## src/core/dcc_regs.svh

```systemverilog
/*
  Register offsets, field positions and reset values of the dual comparator control block.
  Assumes inclusion from core design files only.
*/
`ifndef DCC_REGS_SVH
`define DCC_REGS_SVH

`define DCC_ADDR_W 12
`define DCC_OFF_CONTROL 12'h000
`define DCC_OFF_IRQ_STATUS 12'h004
`define DCC_OFF_IRQ_MASK 12'h008
`define DCC_OFF_PIN_DIR 12'h00c
`define DCC_OFF_INPUT_SEL 12'h010
`define DCC_CTRL_RESET 8'h00
`define DCC_MASK_RESET 8'h00
`define DCC_DIR_RESET 8'hff
`define DCC_DIR_ONE_PIN 6
`define DCC_DIR_TWO_PIN 7
`define DCC_BIT_TWO_RESULT 7
`define DCC_BIT_ONE_RESULT 6
`define DCC_BIT_TWO_INV 5
`define DCC_BIT_ONE_INV 4
`define DCC_BIT_SWITCH 3
`define DCC_MODE_HI 2
`define DCC_MODE_LO 0
`define DCC_WR_MASK 8'h3f
`define DCC_IRQ_CHANGE 0
`define DCC_IRQ_W 1

`endif

```

## src/core/dcc_pkg.sv

```systemverilog
/*
  Types shared by the dual comparator control design.
  Assumes nothing beyond a SystemVerilog compiler.
*/
package dcc_pkg;
  // Configuration select values
  typedef enum logic [2:0] {
    DCC_MODE_RESET = 3'h0,
    DCC_MODE_ONE_IND = 3'h1,
    DCC_MODE_TWO_IND = 3'h2,
    DCC_MODE_TWO_OUT = 3'h3,
    DCC_MODE_TWO_COMMON = 3'h4,
    DCC_MODE_COMMON_OUT = 3'h5,
    DCC_MODE_FOUR_MUX = 3'h6,
    DCC_MODE_OFF = 3'h7
  } dcc_mode_e;
endpackage

```

## src/core/dcc_sync.sv

```systemverilog
/*
  Two flip-flop synchroniser for a vector of independent levels.
  Assumes each bit is a level from outside the pclk domain.
*/
`timescale 1ns/1ps
`default_nettype none
module dcc_sync
#(
  parameter int WIDTH = 2
)
(
  input wire logic pclk,
  input wire logic presetn,
  input wire logic [WIDTH-1:0] async_in,
  output logic [WIDTH-1:0] sync_out
);
  logic [WIDTH-1:0] stage_one;

  // First stage feeds only the second stage
  always_ff @(posedge pclk or negedge presetn)
  begin
    if (!presetn)
    begin
      stage_one <= '0;
      sync_out <= '0;
    end
    else
    begin
      stage_one <= async_in;
      sync_out <= stage_one;
    end
  end
endmodule
`default_nettype wire

```

## src/core/dcc_top.sv

```systemverilog
/*
  Control and status logic of a dual analog comparator unit behind an APB slave.
  Assumes the analog comparators, pins and voltage reference sit outside; raw
  comparator levels arrive asynchronously and are synchronised here.
*/
`timescale 1ns/1ps
`default_nettype none
`include "dcc_regs.svh"
module dcc_top
  import dcc_pkg::*;
#(
  parameter int PIN_COUNT = 6
)
(
  input wire logic pclk,
  input wire logic presetn,
  input wire logic psel,
  input wire logic penable,
  input wire logic pwrite,
  input wire logic [`DCC_ADDR_W-1:0] paddr,
  input wire logic [31:0] pwdata,
  input wire logic [3:0] pstrb,
  output logic [31:0] prdata,
  output logic pready,
  output logic pslverr,
  input wire logic cmp_one_raw,
  input wire logic cmp_two_raw,
  output logic cmp_enable,
  output logic cmp_hold_reset,
  output logic [PIN_COUNT-1:0] pin_analog,
  output logic [PIN_COUNT-1:0] port_a_direction,
  output logic [2:0] cmp_one_plus_sel,
  output logic [2:0] cmp_one_minus_sel,
  output logic [2:0] cmp_two_plus_sel,
  output logic [2:0] cmp_two_minus_sel,
  output logic cmp_one_plus_vref,
  output logic cmp_two_plus_vref,
  output logic cmp_one_pin_out,
  output logic cmp_two_pin_out,
  output logic cmp_one_pin_oe,
  output logic cmp_two_pin_oe,
  output logic irq
);
  logic [7:0] comparator_control;
  logic [7:0] next_control;
  logic [7:0] irq_status;
  logic [7:0] irq_mask;
  logic [7:0] pin_dir;
  logic [1:0] raw_sync;
  logic [1:0] result_now;
  logic [1:0] last_read;
  logic [1:0] next_last_read;
  logic mismatch;
  logic access;
  logic wr_en;
  logic rd_en;
  logic low_lane;
  logic addr_ok;
  logic ctrl_hit;
  logic [7:0] ctrl_view;
  logic [7:0] next_status;
  logic [31:0] next_prdata;
  dcc_mode_e mode;
  dcc_mode_e next_mode;

  // Level synchroniser for both raw comparator outputs
  dcc_sync #(
    .WIDTH(2)
  ) u_sync (
    .pclk(pclk),
    .presetn(presetn),
    .async_in({cmp_two_raw, cmp_one_raw}),
    .sync_out(raw_sync)
  );

  // APB access decode; one wait-free access phase
  assign access = psel && penable;
  assign wr_en = access && pwrite;
  assign rd_en = access && !pwrite;
  assign low_lane = pstrb[0];
  assign pready = 1'b1;
  assign addr_ok = (paddr == `DCC_OFF_CONTROL) || (paddr == `DCC_OFF_IRQ_STATUS)
    || (paddr == `DCC_OFF_IRQ_MASK) || (paddr == `DCC_OFF_PIN_DIR)
    || (paddr == `DCC_OFF_INPUT_SEL);
  assign pslverr = access && !addr_ok;
  assign ctrl_hit = access && (paddr == `DCC_OFF_CONTROL);
  assign mode = dcc_mode_e'(comparator_control[`DCC_MODE_HI:`DCC_MODE_LO]);
  assign next_mode = dcc_mode_e'(next_control[`DCC_MODE_HI:`DCC_MODE_LO]);

  // Results after optional inversion, held low while the comparators are inactive
  always_comb
  begin
    result_now = raw_sync ^ {comparator_control[`DCC_BIT_TWO_INV],
      comparator_control[`DCC_BIT_ONE_INV]};
    if (mode == DCC_MODE_RESET || mode == DCC_MODE_OFF)
    begin
      result_now = 2'h0;
    end
  end

  // Control register view with live result bits
  always_comb
  begin
    ctrl_view = comparator_control;
    ctrl_view[`DCC_BIT_TWO_RESULT] = result_now[1];
    ctrl_view[`DCC_BIT_ONE_RESULT] = result_now[0];
  end

  // Next control value; result bits are read only and never stored
  always_comb
  begin
    next_control = comparator_control;
    if (wr_en && low_lane && paddr == `DCC_OFF_CONTROL)
    begin
      next_control = pwdata[7:0] & `DCC_WR_MASK;
    end
  end

  // Writable control bits; pin enables below follow the same next value
  always_ff @(posedge pclk or negedge presetn)
  begin
    if (!presetn)
    begin
      comparator_control <= `DCC_CTRL_RESET;
    end
    else
    begin
      comparator_control <= next_control;
    end
  end

  // Mask and pin direction registers
  always_ff @(posedge pclk or negedge presetn)
  begin
    if (!presetn)
    begin
      irq_mask <= `DCC_MASK_RESET;
      pin_dir <= `DCC_DIR_RESET;
    end
    else if (wr_en && low_lane)
    begin
      if (paddr == `DCC_OFF_IRQ_MASK)
      begin
        irq_mask <= pwdata[7:0];
      end
      if (paddr == `DCC_OFF_PIN_DIR)
      begin
        pin_dir <= pwdata[7:0];
      end
    end
  end

  // Last-read copy of the results; any control access refreshes it
  always_comb
  begin
    next_last_read = last_read;
    if (ctrl_hit)
    begin
      next_last_read = result_now;
      if (!pwrite)
      begin
        // A read settles on the bits it returned, so a change since setup still flags
        next_last_read = prdata[`DCC_BIT_TWO_RESULT:`DCC_BIT_ONE_RESULT];
      end
    end
  end

  always_ff @(posedge pclk or negedge presetn)
  begin
    if (!presetn)
    begin
      last_read <= 2'h0;
    end
    else
    begin
      last_read <= next_last_read;
    end
  end

  assign mismatch = (result_now != last_read) && !ctrl_hit;

  // Sticky change flag: set by mismatch or software write of one, read clears,
  // and a set in the clearing cycle wins
  always_comb
  begin
    next_status = irq_status;
    if (rd_en && paddr == `DCC_OFF_IRQ_STATUS)
    begin
      next_status = irq_status & ~prdata[7:0]; // Only bits the read returned, none lost
    end
    if (wr_en && low_lane && paddr == `DCC_OFF_IRQ_STATUS && pwdata[`DCC_IRQ_CHANGE])
    begin
      next_status[`DCC_IRQ_CHANGE] = 1'b1;
    end
    if (mismatch)
    begin
      next_status[`DCC_IRQ_CHANGE] = 1'b1;
    end
  end

  always_ff @(posedge pclk or negedge presetn)
  begin
    if (!presetn)
    begin
      irq_status <= 8'h00;
    end
    else
    begin
      irq_status <= next_status;
    end
  end

  // Level interrupt output
  always_ff @(posedge pclk or negedge presetn)
  begin
    if (!presetn)
    begin
      irq <= 1'b0;
    end
    else
    begin
      irq <= |(next_status & irq_mask);
    end
  end

  // Read data mux
  always_comb
  begin
    next_prdata = 32'h0000_0000;
    case (paddr)
      `DCC_OFF_CONTROL: next_prdata[7:0] = ctrl_view;
      `DCC_OFF_IRQ_STATUS: next_prdata[7:0] = irq_status;
      `DCC_OFF_IRQ_MASK: next_prdata[7:0] = irq_mask;
      `DCC_OFF_PIN_DIR: next_prdata[7:0] = pin_dir;
      `DCC_OFF_INPUT_SEL: next_prdata[7:0] = {cmp_two_plus_vref, cmp_one_plus_vref,
        cmp_two_minus_sel[1:0], cmp_one_minus_sel[1:0], cmp_enable, cmp_hold_reset};
      default: next_prdata = 32'h0000_0000;
    endcase
  end

  // Read data taken into a register during setup so it stands in the access phase
  always_ff @(posedge pclk or negedge presetn)
  begin
    if (!presetn)
    begin
      prdata <= 32'h0000_0000;
    end
    else if (psel && !penable && !pwrite)
    begin
      prdata <= next_prdata;
    end
  end

  // Input routing per configuration; pins 0..3 are C1-, C2-, C1+, C2+,
  // the switched negative inputs reuse pins 2 and 3; pins 4 and 5 are never selected
  always_comb
  begin
    cmp_one_minus_sel = 3'h0;
    cmp_two_minus_sel = 3'h1;
    cmp_one_plus_sel = 3'h2;
    cmp_two_plus_sel = 3'h3;
    cmp_one_plus_vref = 1'b0;
    cmp_two_plus_vref = 1'b0;
    cmp_enable = 1'b1;
    cmp_hold_reset = 1'b0;
    pin_analog = {PIN_COUNT{1'b1}};
    case (mode)
      DCC_MODE_RESET:
      begin
        cmp_enable = 1'b0;
        cmp_hold_reset = 1'b1;
      end
      DCC_MODE_ONE_IND:
      begin
        pin_analog = PIN_COUNT'(6'h0f);
      end
      DCC_MODE_TWO_IND, DCC_MODE_TWO_OUT:
      begin
        pin_analog = PIN_COUNT'(6'h0f);
      end
      DCC_MODE_TWO_COMMON, DCC_MODE_COMMON_OUT:
      begin
        cmp_two_plus_sel = 3'h2;
        pin_analog = PIN_COUNT'(6'h07);
      end
      DCC_MODE_FOUR_MUX:
      begin
        cmp_one_plus_vref = 1'b1;
        cmp_two_plus_vref = 1'b1;
        if (comparator_control[`DCC_BIT_SWITCH])
        begin
          cmp_one_minus_sel = 3'h2;
          cmp_two_minus_sel = 3'h3;
        end
        pin_analog = PIN_COUNT'(6'h0f);
      end
      DCC_MODE_OFF:
      begin
        cmp_enable = 1'b0;
        pin_analog = {PIN_COUNT{1'b0}};
      end
      default:
      begin
        cmp_enable = 1'b0;
      end
    endcase
  end

  assign port_a_direction = pin_dir[PIN_COUNT-1:0];

  // Result pins in output modes; direction bits gate the drivers
  always_ff @(posedge pclk or negedge presetn)
  begin
    if (!presetn)
    begin
      cmp_one_pin_out <= 1'b0;
      cmp_two_pin_out <= 1'b0;
      cmp_one_pin_oe <= 1'b0;
      cmp_two_pin_oe <= 1'b0;
    end
    else
    begin
      cmp_one_pin_out <= result_now[0];
      cmp_two_pin_out <= result_now[1];
      // Enables track the mode being written, so no pin drives after a switch-off
      cmp_one_pin_oe <= (next_mode == DCC_MODE_TWO_OUT || next_mode == DCC_MODE_COMMON_OUT)
        && !pin_dir[`DCC_DIR_ONE_PIN];
      cmp_two_pin_oe <= (next_mode == DCC_MODE_TWO_OUT || next_mode == DCC_MODE_COMMON_OUT)
        && !pin_dir[`DCC_DIR_TWO_PIN];
    end
  end
endmodule
`default_nettype wire

```

## config.mk

```make
export PLATFORM = sky130hd
export DESIGN_NAME = dcc_top
export DESIGN_NICKNAME = d
export VERILOG_FILES = /design/src/core/dcc_pkg.sv /design/src/core/dcc_sync.sv /design/src/core/dcc_top.sv
export VERILOG_INCLUDE_DIRS = /design/src /design/src/core
export SDC_FILE = /design/constraint.sdc
export NUM_CORES = 1
export LEC_CHECK = 0
export BUFFER_PORTS_ARGS = -buffer_cell sky130_fd_sc_hd__buf_2
export CELL_PAD_IN_SITES_DETAIL_PLACEMENT = 1
export CELL_PAD_IN_SITES_GLOBAL_PLACEMENT = 1
export CORE_UTILIZATION = 39
export CTS_BUF_LIST = sky130_fd_sc_hd__clkbuf_4 sky130_fd_sc_hd__clkbuf_8
export DETAILED_ROUTE_END_ITERATION = 10
export GPL_TIMING_DRIVEN = 0
export PLACE_DENSITY_LB_ADDON = 0.1
export SLEW_MARGIN = 20
export SYNTH_ARGS = -nofsm -noshare
export SYNTH_HDL_FRONTEND = slang
export SYNTH_SLANG_ARGS = --single-unit
```

## constraint.sdc

```tcl
create_clock -name pclk -period 4 [get_ports pclk]
set_input_delay 0.2 -clock pclk [delete_from_list [all_inputs] [get_ports pclk]]
set_output_delay 0.2 -clock pclk [all_outputs]
set_load 0.03 [all_outputs]
```

==> run_results.csv <==
group,metric,value,unit
outcome,status,"finished clean",
synthesis,synth.top_cell.area_share,36.4,%
synthesis,ys_types,49,
power_and_ir_drop,sw_frac_of_total,27.5,%
sta,period_share,53.9,%
clock_tree,clkSlewWorstSetupHoldPaths,90,ps
power_and_ir_drop,comb_power_share,14.1,%
placed_design,numPortBuffers,60,
power_and_ir_drop,p_clk_share,32.7,%
synthesis,seq_area_frac_synth,43.8,%
setup_path,crit_arrival,1960,ps
global_routing,grt-ovfl-total,0,
routing,drt_iter0_markers,69,
power_and_ir_drop,power.density,270,nW/um^2
placed_design,gp_congestion,0.774,
clock_tree,htreeDepth,2,
setup_path,reg2reg_slack,1870,ps
sta,slew_violations,0,
hold_path,hold_path.class,"in2reg",
routing,postRouteAntennaNets,0,
setup_path,path_max_fanout,10,
clock_tree,cts_tree,"done",
clock_tree,insertion_delay,310,ps
global_routing,grt_max_degree,50,
power_and_ir_drop,power_leakage,1.75,nW
cells_and_area,n_antenna_cell,0,
synthesis,syn_inst,266,
setup_path,start_kind,"register",
setup_path,r2r_cells,7,
cells_and_area,drive_gt1_share,43.5,%
power_and_ir_drop,cellInternalPower,680,uW
power_and_ir_drop,pwr-share-seq,53.2,%
sta,setup_ws,1840,ps
sta,finClkSkew,4.87,ps
placed_design,hpwl,5.44,mm
clock_tree,cts_made_buffers,5,
routing,drcViolationCount,0,
sta,fmaxAchievable,464,MHz
global_routing,grt_pass1_vias,2190,
cells_and_area,layout_common_cells,"buf_2, buf_4, dfrtp_1",
clock_tree,clock-root-buffer,"clkbuf_8",
hold_path,min-delay-start,"pwdata[7]",
synthesis,synth_seq_cells,49,
clock_tree,post_cts_buffers,0,
sta,worst_pin_slew,869,ps
sta,fin_tns_setup,0,ps
synthesis,ys_top_cells_by_area,"dfrtp_1, buf_4, mux2_2",
clock_tree,ctsHoldBuffers,3,
hold_path,whs_path_depth,2,
floorplan,fp.coreArea,6910,sq um
routing,firstDrtPassIters,4,
global_routing,antenna_found_initial,0,
setup_path,end_kind,"output port",
global_routing,grt_use_total,20.2,%
synthesis,yosysWarnings,0,
clock_tree,clock_sinks,49,
setup_path,worstPathRequired,3800,ps
floorplan,io_pins,122,
synthesis,yosysTopAreaCell,"dfrtp_1",
clock_tree,clock_path_buffers,2,
synthesis,syn-cell-area,2820,sq um
power_and_ir_drop,power.switching,259,uW
cells_and_area,area_growth,23.5,%
floorplan,rows,30,
placed_design,place_ws,1490,ps
global_routing,grt_first_pass_wirelength,11.3,mm
setup_path,reg2reg_from,"comparator_control[0]",
routing,vias_per_cell,4.82,
floorplan,start_util,40.8,%
floorplan,die_h,87.0,um
cells_and_area,layout_commonest_cell,"buf_2",
hold_path,hold_end,"irq_mask[7]",
cells_and_area,fin_nets,423,
setup_path,worst-setup-path-type,"reg2out",
cells_and_area,fill_cells,846,
sta,slew_headroom,41.5,%
sta,period_minus_slack,2160,ps
sta,final-hold-violation-count,0,
floorplan,die_x,87.0,um
synthesis,avgSynthCellArea,10.6,sq um
sta,rsz0062_at_grt,"false",
flow_run,cap_violations,0,
sta,finalSetupViolCount,0,
floorplan,die-area,7580,sq um
setup_path,rr_endpoint,"irq",
power_and_ir_drop,ir_worst_vdd,0.000146,V
routing,post_drt_wl_per_cell,15.5,um
routing,vias,2235,
routing,drt_wl_total,7.17,mm
clock_tree,cts_resized,0,
[sequential cells by signal (all words and copies together), names as in the netlist, 2 cells and up]
register,cells
last_read,2
pin_dir,8
u_sync.stage_one,2
comparator_control,6
irq_mask,8
prdata,8
irq_status,8
u_sync.sync_out,2
[power groups by stage]
stage	logic, mW	clock network [mW]	registers [mW]
2_1_floorplan	0.0903	0	0.512
3_3_place_gp	0.128	0	0.509
3_5_place_dp	0.129	0	0.509
4_1_cts	0.132	0.317	0.500
5_1_grt	0.142	0.328	0.500
6_report	0.132	0.307	0.500
[worst max-delay path by stage]
stage / startpoint / end / slack (ps)
finish: comparator_control[0] / pin_analog[2] / 1840
global route: comparator_control[0] / pin_analog[2] / 1670
CTS: comparator_control[0] / pin_analog[2] / 1790
detailed placement: paddr[9] / irq / 1490
global placement: paddr[9] / irq / 1480
floorplan: comparator_control[2] / irq / 1930
[metrics by stage]
step / util [%] / cells / hold slack, ps / power (mW) / cell area [sq um]
CTS: 50.4 / 464 / 130 / 0.949 / 3480
floorplan: - / 298 / -95.6 / 0.602 / 2940
finish: 50.4 / 464 / 136 / 0.939 / 3480
global route: 50.4 / 464 / 134 / 0.971 / 3480
global placement: 48.7 / 454 / 309 / 0.638 / 3360
detailed placement: 48.7 / 454 / 274 / 0.639 / 3360
[routing by layer]
layer | vias up | track usage, % | part of all wire [%]
met4 | 0 | 5.91 | 1.4
met5 | - | 0 | 0
li1 | 1072 | - | -
met3 | 7 | 3.41 | 4.9
met2 | 75 | 36.7 | 51
met1 | 1081 | 24.4 | 42
[cell usage after synthesis (all sizes together)]
master	n
a2111oi	1
a211oi	1
a21boi	7
a21oi	12
a221oi	6
a222oi	1
a22o	2
a22oi	1
a31oi	3
and2	2
and3	3
and3b	1
buf	49
clkbuf	8
conb	2
dfrtp	41
dfstp	8
inv	6
mux2	26
mux2i	5
nand2	20
nand2b	1
nand3	3
nand4	2
nand4b	2
nor2	11
nor2b	2
nor3	5
nor4	7
o211ai	2
o21ai	11
o221ai	1
o31ai	2
or3	2
or4	4
or4b	1
or4bb	1
xnor2	2
xor2	2
[final cells by class]
class	count	area (sq um)	share of cell area, %
multi-input combinational	186	1280	36.8
sequential	49	1240	35.5
buffer	57	400	11.5
timing repair buffer	63	333	9.55
tap	96	120	3.45
clock buffer	6	82.6	2.37
inverter	6	22.5	0.647
clock inverter	1	7.51	0.216
[kinds of logic (layout without fill, tap and decap cells)]
logic type	after synthesis	count (layout)	synth area share [%]
and+or+nand+nor	67	67	15.4
xor gates and xnor gates	4	4	1.24
DFF	49	49	43.8
AOI/OAI and AO/OA	50	50	12.1
muxes	31	31	12.2
buffers and inverters	63	133	15.0
other	2	34	0.266
[worst max-delay path: stages, from the launching register on]
cell	delay, ps
dfrtp_1	340
clkbuf_1	310
and3_1	210
clkbuf_1	340
inv_1	130
buf_4	150
buf_2	160
Power figures use the tool's default switching activity.
